`config.mk`:
```
export PLATFORM = sky130hd
export DESIGN_NAME = bce_top
export DESIGN_NICKNAME = d
export VERILOG_FILES = /design/src/inc/bce_pkg.sv /design/src/rtl/bce_bit_select.sv /design/src/rtl/bce_option_decode.sv /design/src/rtl/bce_top.sv
export SDC_FILE = /design/constraint.sdc
export NUM_CORES = 1
export LEC_CHECK = 0
export BUFFER_PORTS_ARGS = -buffer_cell sky130_fd_sc_hd__buf_2
export CAP_MARGIN = 25
export CORE_MARGIN = 3
export CORE_UTILIZATION = 45
export CTS_BUF_LIST = sky130_fd_sc_hd__clkbuf_4 sky130_fd_sc_hd__clkbuf_8 sky130_fd_sc_hd__clkbuf_16
export CTS_CLUSTER_DIAMETER = 150
export DETAILED_ROUTE_END_ITERATION = 10
export GPL_TIMING_DRIVEN = 0
export PLACE_DENSITY = 0.71
export REMOVE_ABC_BUFFERS = 1
export SYNTH_ARGS = -nofsm -noshare
export SYNTH_HDL_FRONTEND = slang
export SYNTH_HIERARCHICAL = 1
export SYNTH_SLANG_ARGS = --single-unit
```
`constraint.sdc`:
```
create_clock -name sys_clk_in -period 4.7 [get_ports sys_clk_in]
set_input_delay 0.235 -clock sys_clk_in [delete_from_list [all_inputs] [get_ports sys_clk_in]]
set_output_delay 0.235 -clock sys_clk_in [all_outputs]
set_load 0.1 [all_outputs]
```
`src/inc/bce_pkg.sv`:
```
// shared constants and types of the branch condition evaluator
package bce_pkg;
	localparam int unsigned BCE_DATA_W = 32;
	localparam int unsigned BCE_FIELDS = 8;
	localparam int unsigned BCE_FIELD_W = 4;
	localparam int unsigned BCE_SEL_W = 5;
	localparam int unsigned BCE_OPT_W = 5;
	localparam int unsigned BCE_FNUM_W = 3;
	// positions inside one 4-bit condition field
	localparam int unsigned BCE_POS_LT = 0;
	localparam int unsigned BCE_POS_GT = 1;
	localparam int unsigned BCE_POS_EQ = 2;
	localparam int unsigned BCE_POS_SO = 3;
	// branch options field bits, value 16 down to value 1
	localparam int unsigned BCE_OPT_IGNORE_COND = 4;
	localparam int unsigned BCE_OPT_COND_VALUE = 3;
	localparam int unsigned BCE_OPT_NO_DECR = 2;
	localparam int unsigned BCE_OPT_CTR_ZERO = 1;
	localparam int unsigned BCE_OPT_PREDICT = 0;
	// register byte addresses
	localparam logic [7:0] BCE_ADDR_FLAGS = 8'h00;
	localparam logic [7:0] BCE_ADDR_CTR = 8'h04;
	localparam logic [7:0] BCE_ADDR_LINK = 8'h08;
	localparam logic [7:0] BCE_ADDR_CTRL = 8'h0C;
	localparam logic [7:0] BCE_ADDR_STATUS = 8'h10;
	// reset values
	localparam logic [31:0] BCE_RST_FLAGS = 32'h00000000;
	localparam logic [31:0] BCE_RST_CTR = 32'h00000000;
	localparam logic [31:0] BCE_RST_LINK = 32'h00000000;
	localparam logic [31:0] BCE_RST_CTRL = 32'h00000001;
	// control and status bit positions
	localparam int unsigned BCE_CTRL_ENABLE = 0;
	localparam int unsigned BCE_STAT_TAKEN = 0;
	localparam int unsigned BCE_STAT_PREDICT = 1;
	localparam int unsigned BCE_STAT_CTR_ZERO = 2;
	localparam logic [31:0] BCE_PC_STEP = 32'h00000004;
	// branch target forms
	typedef enum logic [1:0] {
		BCE_FORM_RELATIVE = 2'h0,
		BCE_FORM_ABSOLUTE = 2'h1,
		BCE_FORM_TO_LINK = 2'h2,
		BCE_FORM_TO_COUNT = 2'h3
	} bce_form_t;
endpackage

```
`src/rtl/bce_bit_select.sv`:
```
// picks one condition bit out of the condition flags word
`timescale 1ns/100ps
module bce_bit_select #(
	parameter int unsigned FIELDS = 8,
	parameter int unsigned FIELD_W = 4
) (
	input wire logic [FIELDS*FIELD_W-1:0] flags_in,
	input wire logic [4:0] bit_sel_in,
	output logic bit_out
);
	import bce_pkg::*;

	// the index arithmetic below assumes 8 fields of 4 bits
	if (FIELDS * FIELD_W != BCE_DATA_W || FIELD_W != BCE_FIELD_W) begin : g_bad
		$error("bce_bit_select: unsupported field layout");
	end

	logic [2:0] field_num;
	logic [1:0] field_pos;
	logic [3:0] field_bits;

	// index = 4 * field + position, field 0 in the low bits
	always_comb begin
		field_num = bit_sel_in[4:2];
		field_pos = bit_sel_in[1:0];
		field_bits = flags_in[field_num*FIELD_W +: FIELD_W];
		bit_out = field_bits[field_pos];
	end
endmodule

```
`src/rtl/bce_option_decode.sv`:
```
// splits the branch options field into its control meanings
`timescale 1ns/100ps
module bce_option_decode (
	input wire logic [4:0] options_in,
	output logic decrement_out,
	output logic want_ctr_zero_out,
	output logic use_cond_out,
	output logic cond_value_out,
	output logic predict_out
);
	import bce_pkg::*;

	// decoding by bit covers 12, 04, 08, 00, 10, 02, 18, 16 and 20 alike
	always_comb begin
		decrement_out = ~options_in[BCE_OPT_NO_DECR];
		want_ctr_zero_out = options_in[BCE_OPT_CTR_ZERO];
		use_cond_out = ~options_in[BCE_OPT_IGNORE_COND];
		cond_value_out = options_in[BCE_OPT_COND_VALUE];
		// hint bit leaves the taken decision alone
		predict_out = options_in[BCE_OPT_PREDICT];
	end
endmodule

```
`src/rtl/bce_top.sv`:
```
// branch condition evaluator with flags, loop count and link registers on APB
`timescale 1ns/100ps
module bce_top (
	input wire logic sys_clk_in,
	input wire logic rst_in,
	// apb slave
	input wire logic psel_in,
	input wire logic penable_in,
	input wire logic pwrite_in,
	input wire logic [7:0] paddr_in,
	input wire logic [31:0] pwdata_in,
	output logic [31:0] prdata_out,
	output logic pready_out,
	output logic pslverr_out,
	// compare unit result
	input wire logic cmp_valid_in,
	input wire logic [bce_pkg::BCE_FNUM_W-1:0] cmp_field_in,
	input wire logic cmp_lt_in,
	input wire logic cmp_gt_in,
	input wire logic cmp_eq_in,
	input wire logic cmp_so_un_in,
	// conditional branch from decode
	input wire logic br_valid_in,
	input wire logic [bce_pkg::BCE_OPT_W-1:0] br_options_in,
	input wire logic [bce_pkg::BCE_SEL_W-1:0] br_bit_sel_in,
	input wire bce_pkg::bce_form_t br_form_in,
	input wire logic br_link_in,
	input wire logic [1:0] br_hint_field_in,
	input wire logic [31:0] br_pc_in,
	input wire logic [31:0] br_target_in,
	// result towards next-pc logic
	output logic res_valid_out,
	output logic res_taken_out,
	output logic res_predict_out,
	output logic [1:0] res_hint_field_out,
	output logic [31:0] res_next_pc_out
);
	import bce_pkg::*;

	logic [31:0] flags_q;
	logic [31:0] flags_d;
	logic [31:0] ctr_q;
	logic [31:0] ctr_d;
	logic [31:0] link_q;
	logic [31:0] link_d;
	logic [31:0] ctrl_q;
	logic [31:0] ctrl_d;
	logic [2:0] stat_q;
	logic [2:0] stat_d;
	logic [31:0] prdata_q;
	logic [31:0] prdata_d;
	logic pready_q;
	logic pready_d;
	logic pslverr_q;
	logic pslverr_d;
	logic res_valid_q;
	logic res_valid_d;
	logic res_taken_q;
	logic res_taken_d;
	logic res_predict_q;
	logic res_predict_d;
	logic [1:0] res_hint_q;
	logic [1:0] res_hint_d;
	logic [31:0] res_pc_q;
	logic [31:0] res_pc_d;

	logic [31:0] flags_live;
	logic [3:0] cmp_field_bits;
	logic cond_bit;
	logic opt_decrement;
	logic opt_want_zero;
	logic opt_use_cond;
	logic opt_cond_value;
	logic opt_predict;
	logic do_decrement;
	logic [31:0] ctr_next;
	logic ctr_is_zero;
	logic ctr_ok;
	logic cond_ok;
	logic br_go;
	logic taken;
	logic [31:0] taken_pc;
	logic apb_access;
	logic apb_write;
	logic addr_hit;

	// compare result laid into its field, same bit order for integer and float
	always_comb begin
		cmp_field_bits = '0;
		cmp_field_bits[BCE_POS_LT] = cmp_lt_in;
		cmp_field_bits[BCE_POS_GT] = cmp_gt_in;
		cmp_field_bits[BCE_POS_EQ] = cmp_eq_in;
		cmp_field_bits[BCE_POS_SO] = cmp_so_un_in;
	end

	// bypass a same-cycle compare so the branch sees the newest flags
	// without it a compare and a branch in one cycle would test a stale bit
	always_comb begin
		flags_live = flags_q;
		if (cmp_valid_in) begin
			flags_live[cmp_field_in*BCE_FIELD_W +: BCE_FIELD_W] = cmp_field_bits;
		end
	end

	bce_bit_select #(
		.FIELDS(BCE_FIELDS),
		.FIELD_W(BCE_FIELD_W)
	) u_bit_select (
		.flags_in(flags_live),
		.bit_sel_in(br_bit_sel_in),
		.bit_out(cond_bit)
	);

	bce_option_decode u_option_decode (
		.options_in(br_options_in),
		.decrement_out(opt_decrement),
		.want_ctr_zero_out(opt_want_zero),
		.use_cond_out(opt_use_cond),
		.cond_value_out(opt_cond_value),
		.predict_out(opt_predict)
	);

	// taken decision; the to-count form never decrements since the count is its target
	always_comb begin
		br_go = br_valid_in & ctrl_q[BCE_CTRL_ENABLE];
		do_decrement = opt_decrement & (br_form_in != BCE_FORM_TO_COUNT);
		// a count of zero wraps to all ones and keeps looping
		ctr_next = do_decrement ? ctr_q - 32'h00000001 : ctr_q;
		ctr_is_zero = (ctr_next == 32'h00000000);
		// test the count after the decrement, not before
		ctr_ok = ~do_decrement | (ctr_is_zero == opt_want_zero);
		// negated codes compare the positive bit against 0
		cond_ok = ~opt_use_cond | (cond_bit == opt_cond_value);
		// prediction bit deliberately absent from this term
		taken = ctr_ok & cond_ok;
	end

	// target selection by form
	// relative form adds a displacement that decode has already sign extended
	always_comb begin
		case (br_form_in)
			BCE_FORM_RELATIVE: taken_pc = br_pc_in + br_target_in;
			BCE_FORM_ABSOLUTE: taken_pc = br_target_in;
			BCE_FORM_TO_LINK: taken_pc = link_q;
			BCE_FORM_TO_COUNT: taken_pc = ctr_q;
			default: taken_pc = br_target_in;
		endcase
	end

	// result stage towards fetch
	// outputs hold between results so the fetch side may read them late
	always_comb begin
		res_valid_d = br_go;
		res_taken_d = res_taken_q;
		res_predict_d = res_predict_q;
		res_hint_d = res_hint_q;
		res_pc_d = res_pc_q;
		if (br_go) begin
			res_taken_d = taken;
			res_predict_d = opt_predict;
			// hint only travels along, extended forms supply 0b00
			res_hint_d = br_hint_field_in;
			res_pc_d = taken ? taken_pc : br_pc_in + BCE_PC_STEP;
		end
	end

	// apb decode: one wait state so that all answers come from flops
	always_comb begin
		apb_access = psel_in & penable_in;
		// a write lands only at the edge where pready is sampled high
		apb_write = apb_access & pready_q & pwrite_in;
		case (paddr_in)
			BCE_ADDR_FLAGS, BCE_ADDR_CTR, BCE_ADDR_LINK, BCE_ADDR_CTRL, BCE_ADDR_STATUS: addr_hit = 1'b1;
			default: addr_hit = 1'b0;
		endcase
		// pready_q blocks a second answer while the master still holds its access
		pready_d = apb_access & ~pready_q;
		// unmapped addresses still get the wait state, then an error
		pslverr_d = apb_access & ~pready_q & ~addr_hit;
		prdata_d = 32'h00000000;
		if (apb_access & ~pready_q & ~pwrite_in) begin
			case (paddr_in)
				BCE_ADDR_FLAGS: prdata_d = flags_q;
				BCE_ADDR_CTR: prdata_d = ctr_q;
				BCE_ADDR_LINK: prdata_d = link_q;
				BCE_ADDR_CTRL: prdata_d = ctrl_q;
				BCE_ADDR_STATUS: prdata_d = {29'h00000000, stat_q};
				default: prdata_d = 32'h00000000;
			endcase
		end
	end

	// register file; hardware updates win over a software write in the same cycle
	always_comb begin
		flags_d = flags_q;
		ctr_d = ctr_q;
		link_d = link_q;
		ctrl_d = ctrl_q;
		stat_d = stat_q;
		if (apb_write) begin
			case (paddr_in)
				BCE_ADDR_FLAGS: flags_d = pwdata_in;
				BCE_ADDR_CTR: ctr_d = pwdata_in;
				BCE_ADDR_LINK: link_d = pwdata_in;
				BCE_ADDR_CTRL: ctrl_d = {31'h00000000, pwdata_in[BCE_CTRL_ENABLE]};
				// status is read only, so a write to it falls through here
				default: ;
			endcase
		end
		if (cmp_valid_in) begin
			flags_d = flags_live;
		end
		if (br_go) begin
			// written back whether or not the branch goes
			ctr_d = ctr_next;
			// link follows every linking branch, taken or not
			if (br_link_in) begin
				link_d = br_pc_in + BCE_PC_STEP;
			end
			// status keeps the last evaluated branch for software to inspect
			stat_d[BCE_STAT_TAKEN] = taken;
			stat_d[BCE_STAT_PREDICT] = opt_predict;
			stat_d[BCE_STAT_CTR_ZERO] = (ctr_next == 32'h00000000);
		end
	end

	// flag, count, link, control and status registers
	always_ff @(posedge sys_clk_in) begin
		if (rst_in) begin
			flags_q <= BCE_RST_FLAGS;
			ctr_q <= BCE_RST_CTR;
			link_q <= BCE_RST_LINK;
			ctrl_q <= BCE_RST_CTRL;
			stat_q <= 3'h0;
		end else begin
			flags_q <= flags_d;
			ctr_q <= ctr_d;
			link_q <= link_d;
			ctrl_q <= ctrl_d;
			stat_q <= stat_d;
		end
	end

	// bus answer registers, kept apart so bus timing can change without touching state
	always_ff @(posedge sys_clk_in) begin
		if (rst_in) begin
			prdata_q <= 32'h00000000;
			pready_q <= 1'b0;
			pslverr_q <= 1'b0;
		end else begin
			prdata_q <= prdata_d;
			pready_q <= pready_d;
			pslverr_q <= pslverr_d;
		end
	end

	// result registers towards fetch
	always_ff @(posedge sys_clk_in) begin
		if (rst_in) begin
			res_valid_q <= 1'b0;
			res_taken_q <= 1'b0;
			res_predict_q <= 1'b0;
			res_hint_q <= 2'h0;
			res_pc_q <= 32'h00000000;
		end else begin
			res_valid_q <= res_valid_d;
			res_taken_q <= res_taken_d;
			res_predict_q <= res_predict_d;
			res_hint_q <= res_hint_d;
			res_pc_q <= res_pc_d;
		end
	end

	// outputs straight from flops
	assign prdata_out = prdata_q;
	assign pready_out = pready_q;
	assign pslverr_out = pslverr_q;
	assign res_valid_out = res_valid_q;
	assign res_taken_out = res_taken_q;
	assign res_predict_out = res_predict_q;
	assign res_hint_field_out = res_hint_q;
	assign res_next_pc_out = res_pc_q;
endmodule
```
==> out/results.ini <==
[run_status]
status = finished, final reports clean

[setup_path]
crit_buf_inv = 3
worst_setup_path_start_kind = input port
cp-end-kind = flip-flop
critPathMaxStageDelay_ns = 0.82
worstSetupPathType = input port to flip-flop
critPathSlowestCell = nor4_1
required_ns = 5.03
worstPathCellList = buf_2, inv_1, ha_1, ha_1, nor4_1, nand2_1, nand2_1, o31ai_1, mux2i_1, nand2_1, nand3_1, nand2_1, a311o_1, xor2_1, a22o_2, a211oi_4, buf_8, o211ai_1, a32o_1
critPathTopFamily = compound AO/OA/AOI/OAI gates
critPathMaxFanout = 18
r2r_setup_slack_ns = 0.98
arrival_ns = 4.72
path_common_cell = nand2_1

[synth]
synth_top_cell_area_share_pct = 28.18
yosysSeqAreaShare_pct = 28.18
synth_area_um2 = 12010
ys_ff_latch = 169
ys_top_cells_by_area = dfxtp_1, mux2i_1, nor2_1, a211oi_1, mux4_2
yosys_warnings = 6
synthTopCellsByCount = nor2_1, dfxtp_1, nand2_1
yosysUniqueCellTypes = 84
avgSynthCellArea_um2 = 8.073
yosysMostFrequentCell = nor2_1
synth_edf_count = 0
synth_ff_type = dfxtp_1
syn_inst = 1487
async_reset_ff_share_pct = 0
synth.largest_area_cell = dfxtp_1

[timing]
grt_setup_unrepaired = false
finalCriticalPeriod_ns = 4.385
fin_crit_sh_pct = 93.29
setup_viol = 0
finalWorstSetupSlack_ns = 0.3154
fmax_ghz = 0.2281
clock-skew-final_ns = 0.01646
drv_slew = 0
hold_slack_ns = 0.03550
hold_viol_final = 0
slew_headroom_pct = 33.79
tightest_slew_ns = 0.9910

[die]
num_rows = 59
design.die.area_um2 = 28670
die_w_um = 169.3
coreArea_um2 = 26130
pin_count = 204
start_util_pct = 45.94
fp.dieH_um = 169.3

[clock_network]
numCtsBuffers = 17
postCtsResizedCells = 0
insertion_delay_ns = 0.44
tritoncts = yes
htreeDepth = 4
cts_max_path_buffers = 2
hold_buffers = 0
root_buffer = clkbuf_16
cts_setup_buffers = 0
cts.sinks = 169
clkTransAtPathRegs_ns = 0.07

[drt]
viasPerCell = 6.376
num_vias = 12509
drtIter0Drc = 1421
wire_per_inst_um = 21.71
drtPass1Iterations = 9
drt-total-wl_mm = 42.60
drc = 0
detail-route-antenna-nets = 0

[placement]
io_buffers = 203
place_congestion = 0.9950
post-place-ws_ns = -0.2256
dp_hpwl_mm = 32.60

[layout]
drive_gt1_share_pct = 20.49
nets = 1782
final_core_util_pct = 52.79
areaGrowthSynthToFinish_pct = 14.90

[grt]
grt_use_total_pct = 28.83
antenna_found_initial = 2
grt_max_degree = 80
grt_pass1_vias = 11635
grt_pass1_wl_mm = 65.61
overflow = 0

[hold_path]
hold_class = input port to flip-flop

[power]
vdd_drop_max_mv = 0.2524
fin_total_pwr_mw = 4.330
p_leak_nw = 5.431
p_per_area_nw_per_um2 = 313.9

[run]
cap_violations = 0

[metal layers]
layer | vias up | global-route usage (%) | share of wire [%]
met2 | 733 | 45.17 | 44
met5 | - | 0 | 0
met3 | 79 | 4.659 | 12
met4 | 0 | 7.326 | 2.2
li1 | 5856 | - | -
met1 | 5841 | 41.58 | 42
[power by group]
group	internal (mW)	switching [mW]
clock network	0.708	0.627
logic	0.468	0.896
registers	1.52	0.110
[layout by cell type, fill, tap and decap left out, types with 6 or more instances in the layout]
master     count
nor4_1        18
or3_1          6
or2_2          9
nand4_1       25
nand2_1      119
a31oi_1       20
buf_2        202
a211oi_1      74
buf_4          7
o211ai_1      12
nor2b_1       28
mux2i_1       77
ha_1          35
nor3_1        45
a221oi_1       8
and2_1        11
mux2_2        17
a311oi_1       7
clkbuf_16     17
nand3_1       45
a21oi_1       98
a222oi_1      31
nor2_1       180
a22oi_1       11
o21a_1         7
dfxtp_1      169
o21ai_1        6
o21ai_0       68
inv_1         29
and3_1         9
a21o_1        12
xor2_1        20
xnor2_1       42
inv_6          6
mux4_2        24
nand2b_1      10
[through the flow]
stage               cells  cell area [µm²]  TNS (ns)
global route         1962            13790         0
detailed placement   1927            13200    -1.454
CTS                  1958            13740         0
finish               1962            13790         0
floorplan            1373            11490    -28.27
global placement     1911            12920   -121.01
[registers in the layout (all words and copies together) (netlist names)]
signal and flops:
res_valid_out 1, pslverr_out 1, res_next_pc_out 32, ctr_q 32, prdata_out 32, res_hint_field_out 2
link_q 32, stat_q 3, pready_out 1, flags_q 32, ctrl_q 1
[worst reg2reg max path: stages (launching register included)]
cell and delay [ns]:
dfxtp_1 0.39, inv_1 0.09, ha_1 0.22, nor2b_1 0.35
nand4_1 0.23, nor4_1 0.52, xnor2_1 0.19, nand4_1 0.17
nor4b_2 0.47, a211o_2 0.53, mux2i_1 0.33, a211oi_1 0.10
[logic make-up (layout without fill, tap and decap cells)]
family                     Yosys count  after routing  share of synthesized area (%)
adders and majority gates           36             36                          3.814
other                                0              2                              0
xor gates and xnor gates            62             62                          4.523
and+or+nand+nor                    544            544                          21.99
buffers and inverters              143            281                          5.201
AOI/OAI and AO/OA                  415            415                          23.77
DFF                                169            169                          28.18
muxes                              118            118                          12.52
[layout make-up]
class                      count  area (µm²)
sequential                   169        3383
timing repair buffer         221        1292
inverter                      29       108.9
multi-input combinational   1175        8045
clock inverter                12       87.58
tap                          335       419.2
clock buffer                  19       452.9
fill                        2508       12340
antenna                        2       5.005
[worst paths after layout]
kind	to	start	depth (start not counted)
max	res_next_pc_out[24]	cmp_field_in[0]	19
min	res_hint_field_out[0]	br_hint_field_in[0]	3
max reg2reg	res_next_pc_out[20]	ctr_q[0]	11
min reg2reg	res_hint_field_out[1]	res_hint_field_out[1]	2
(Power assumes the default switching activity.)
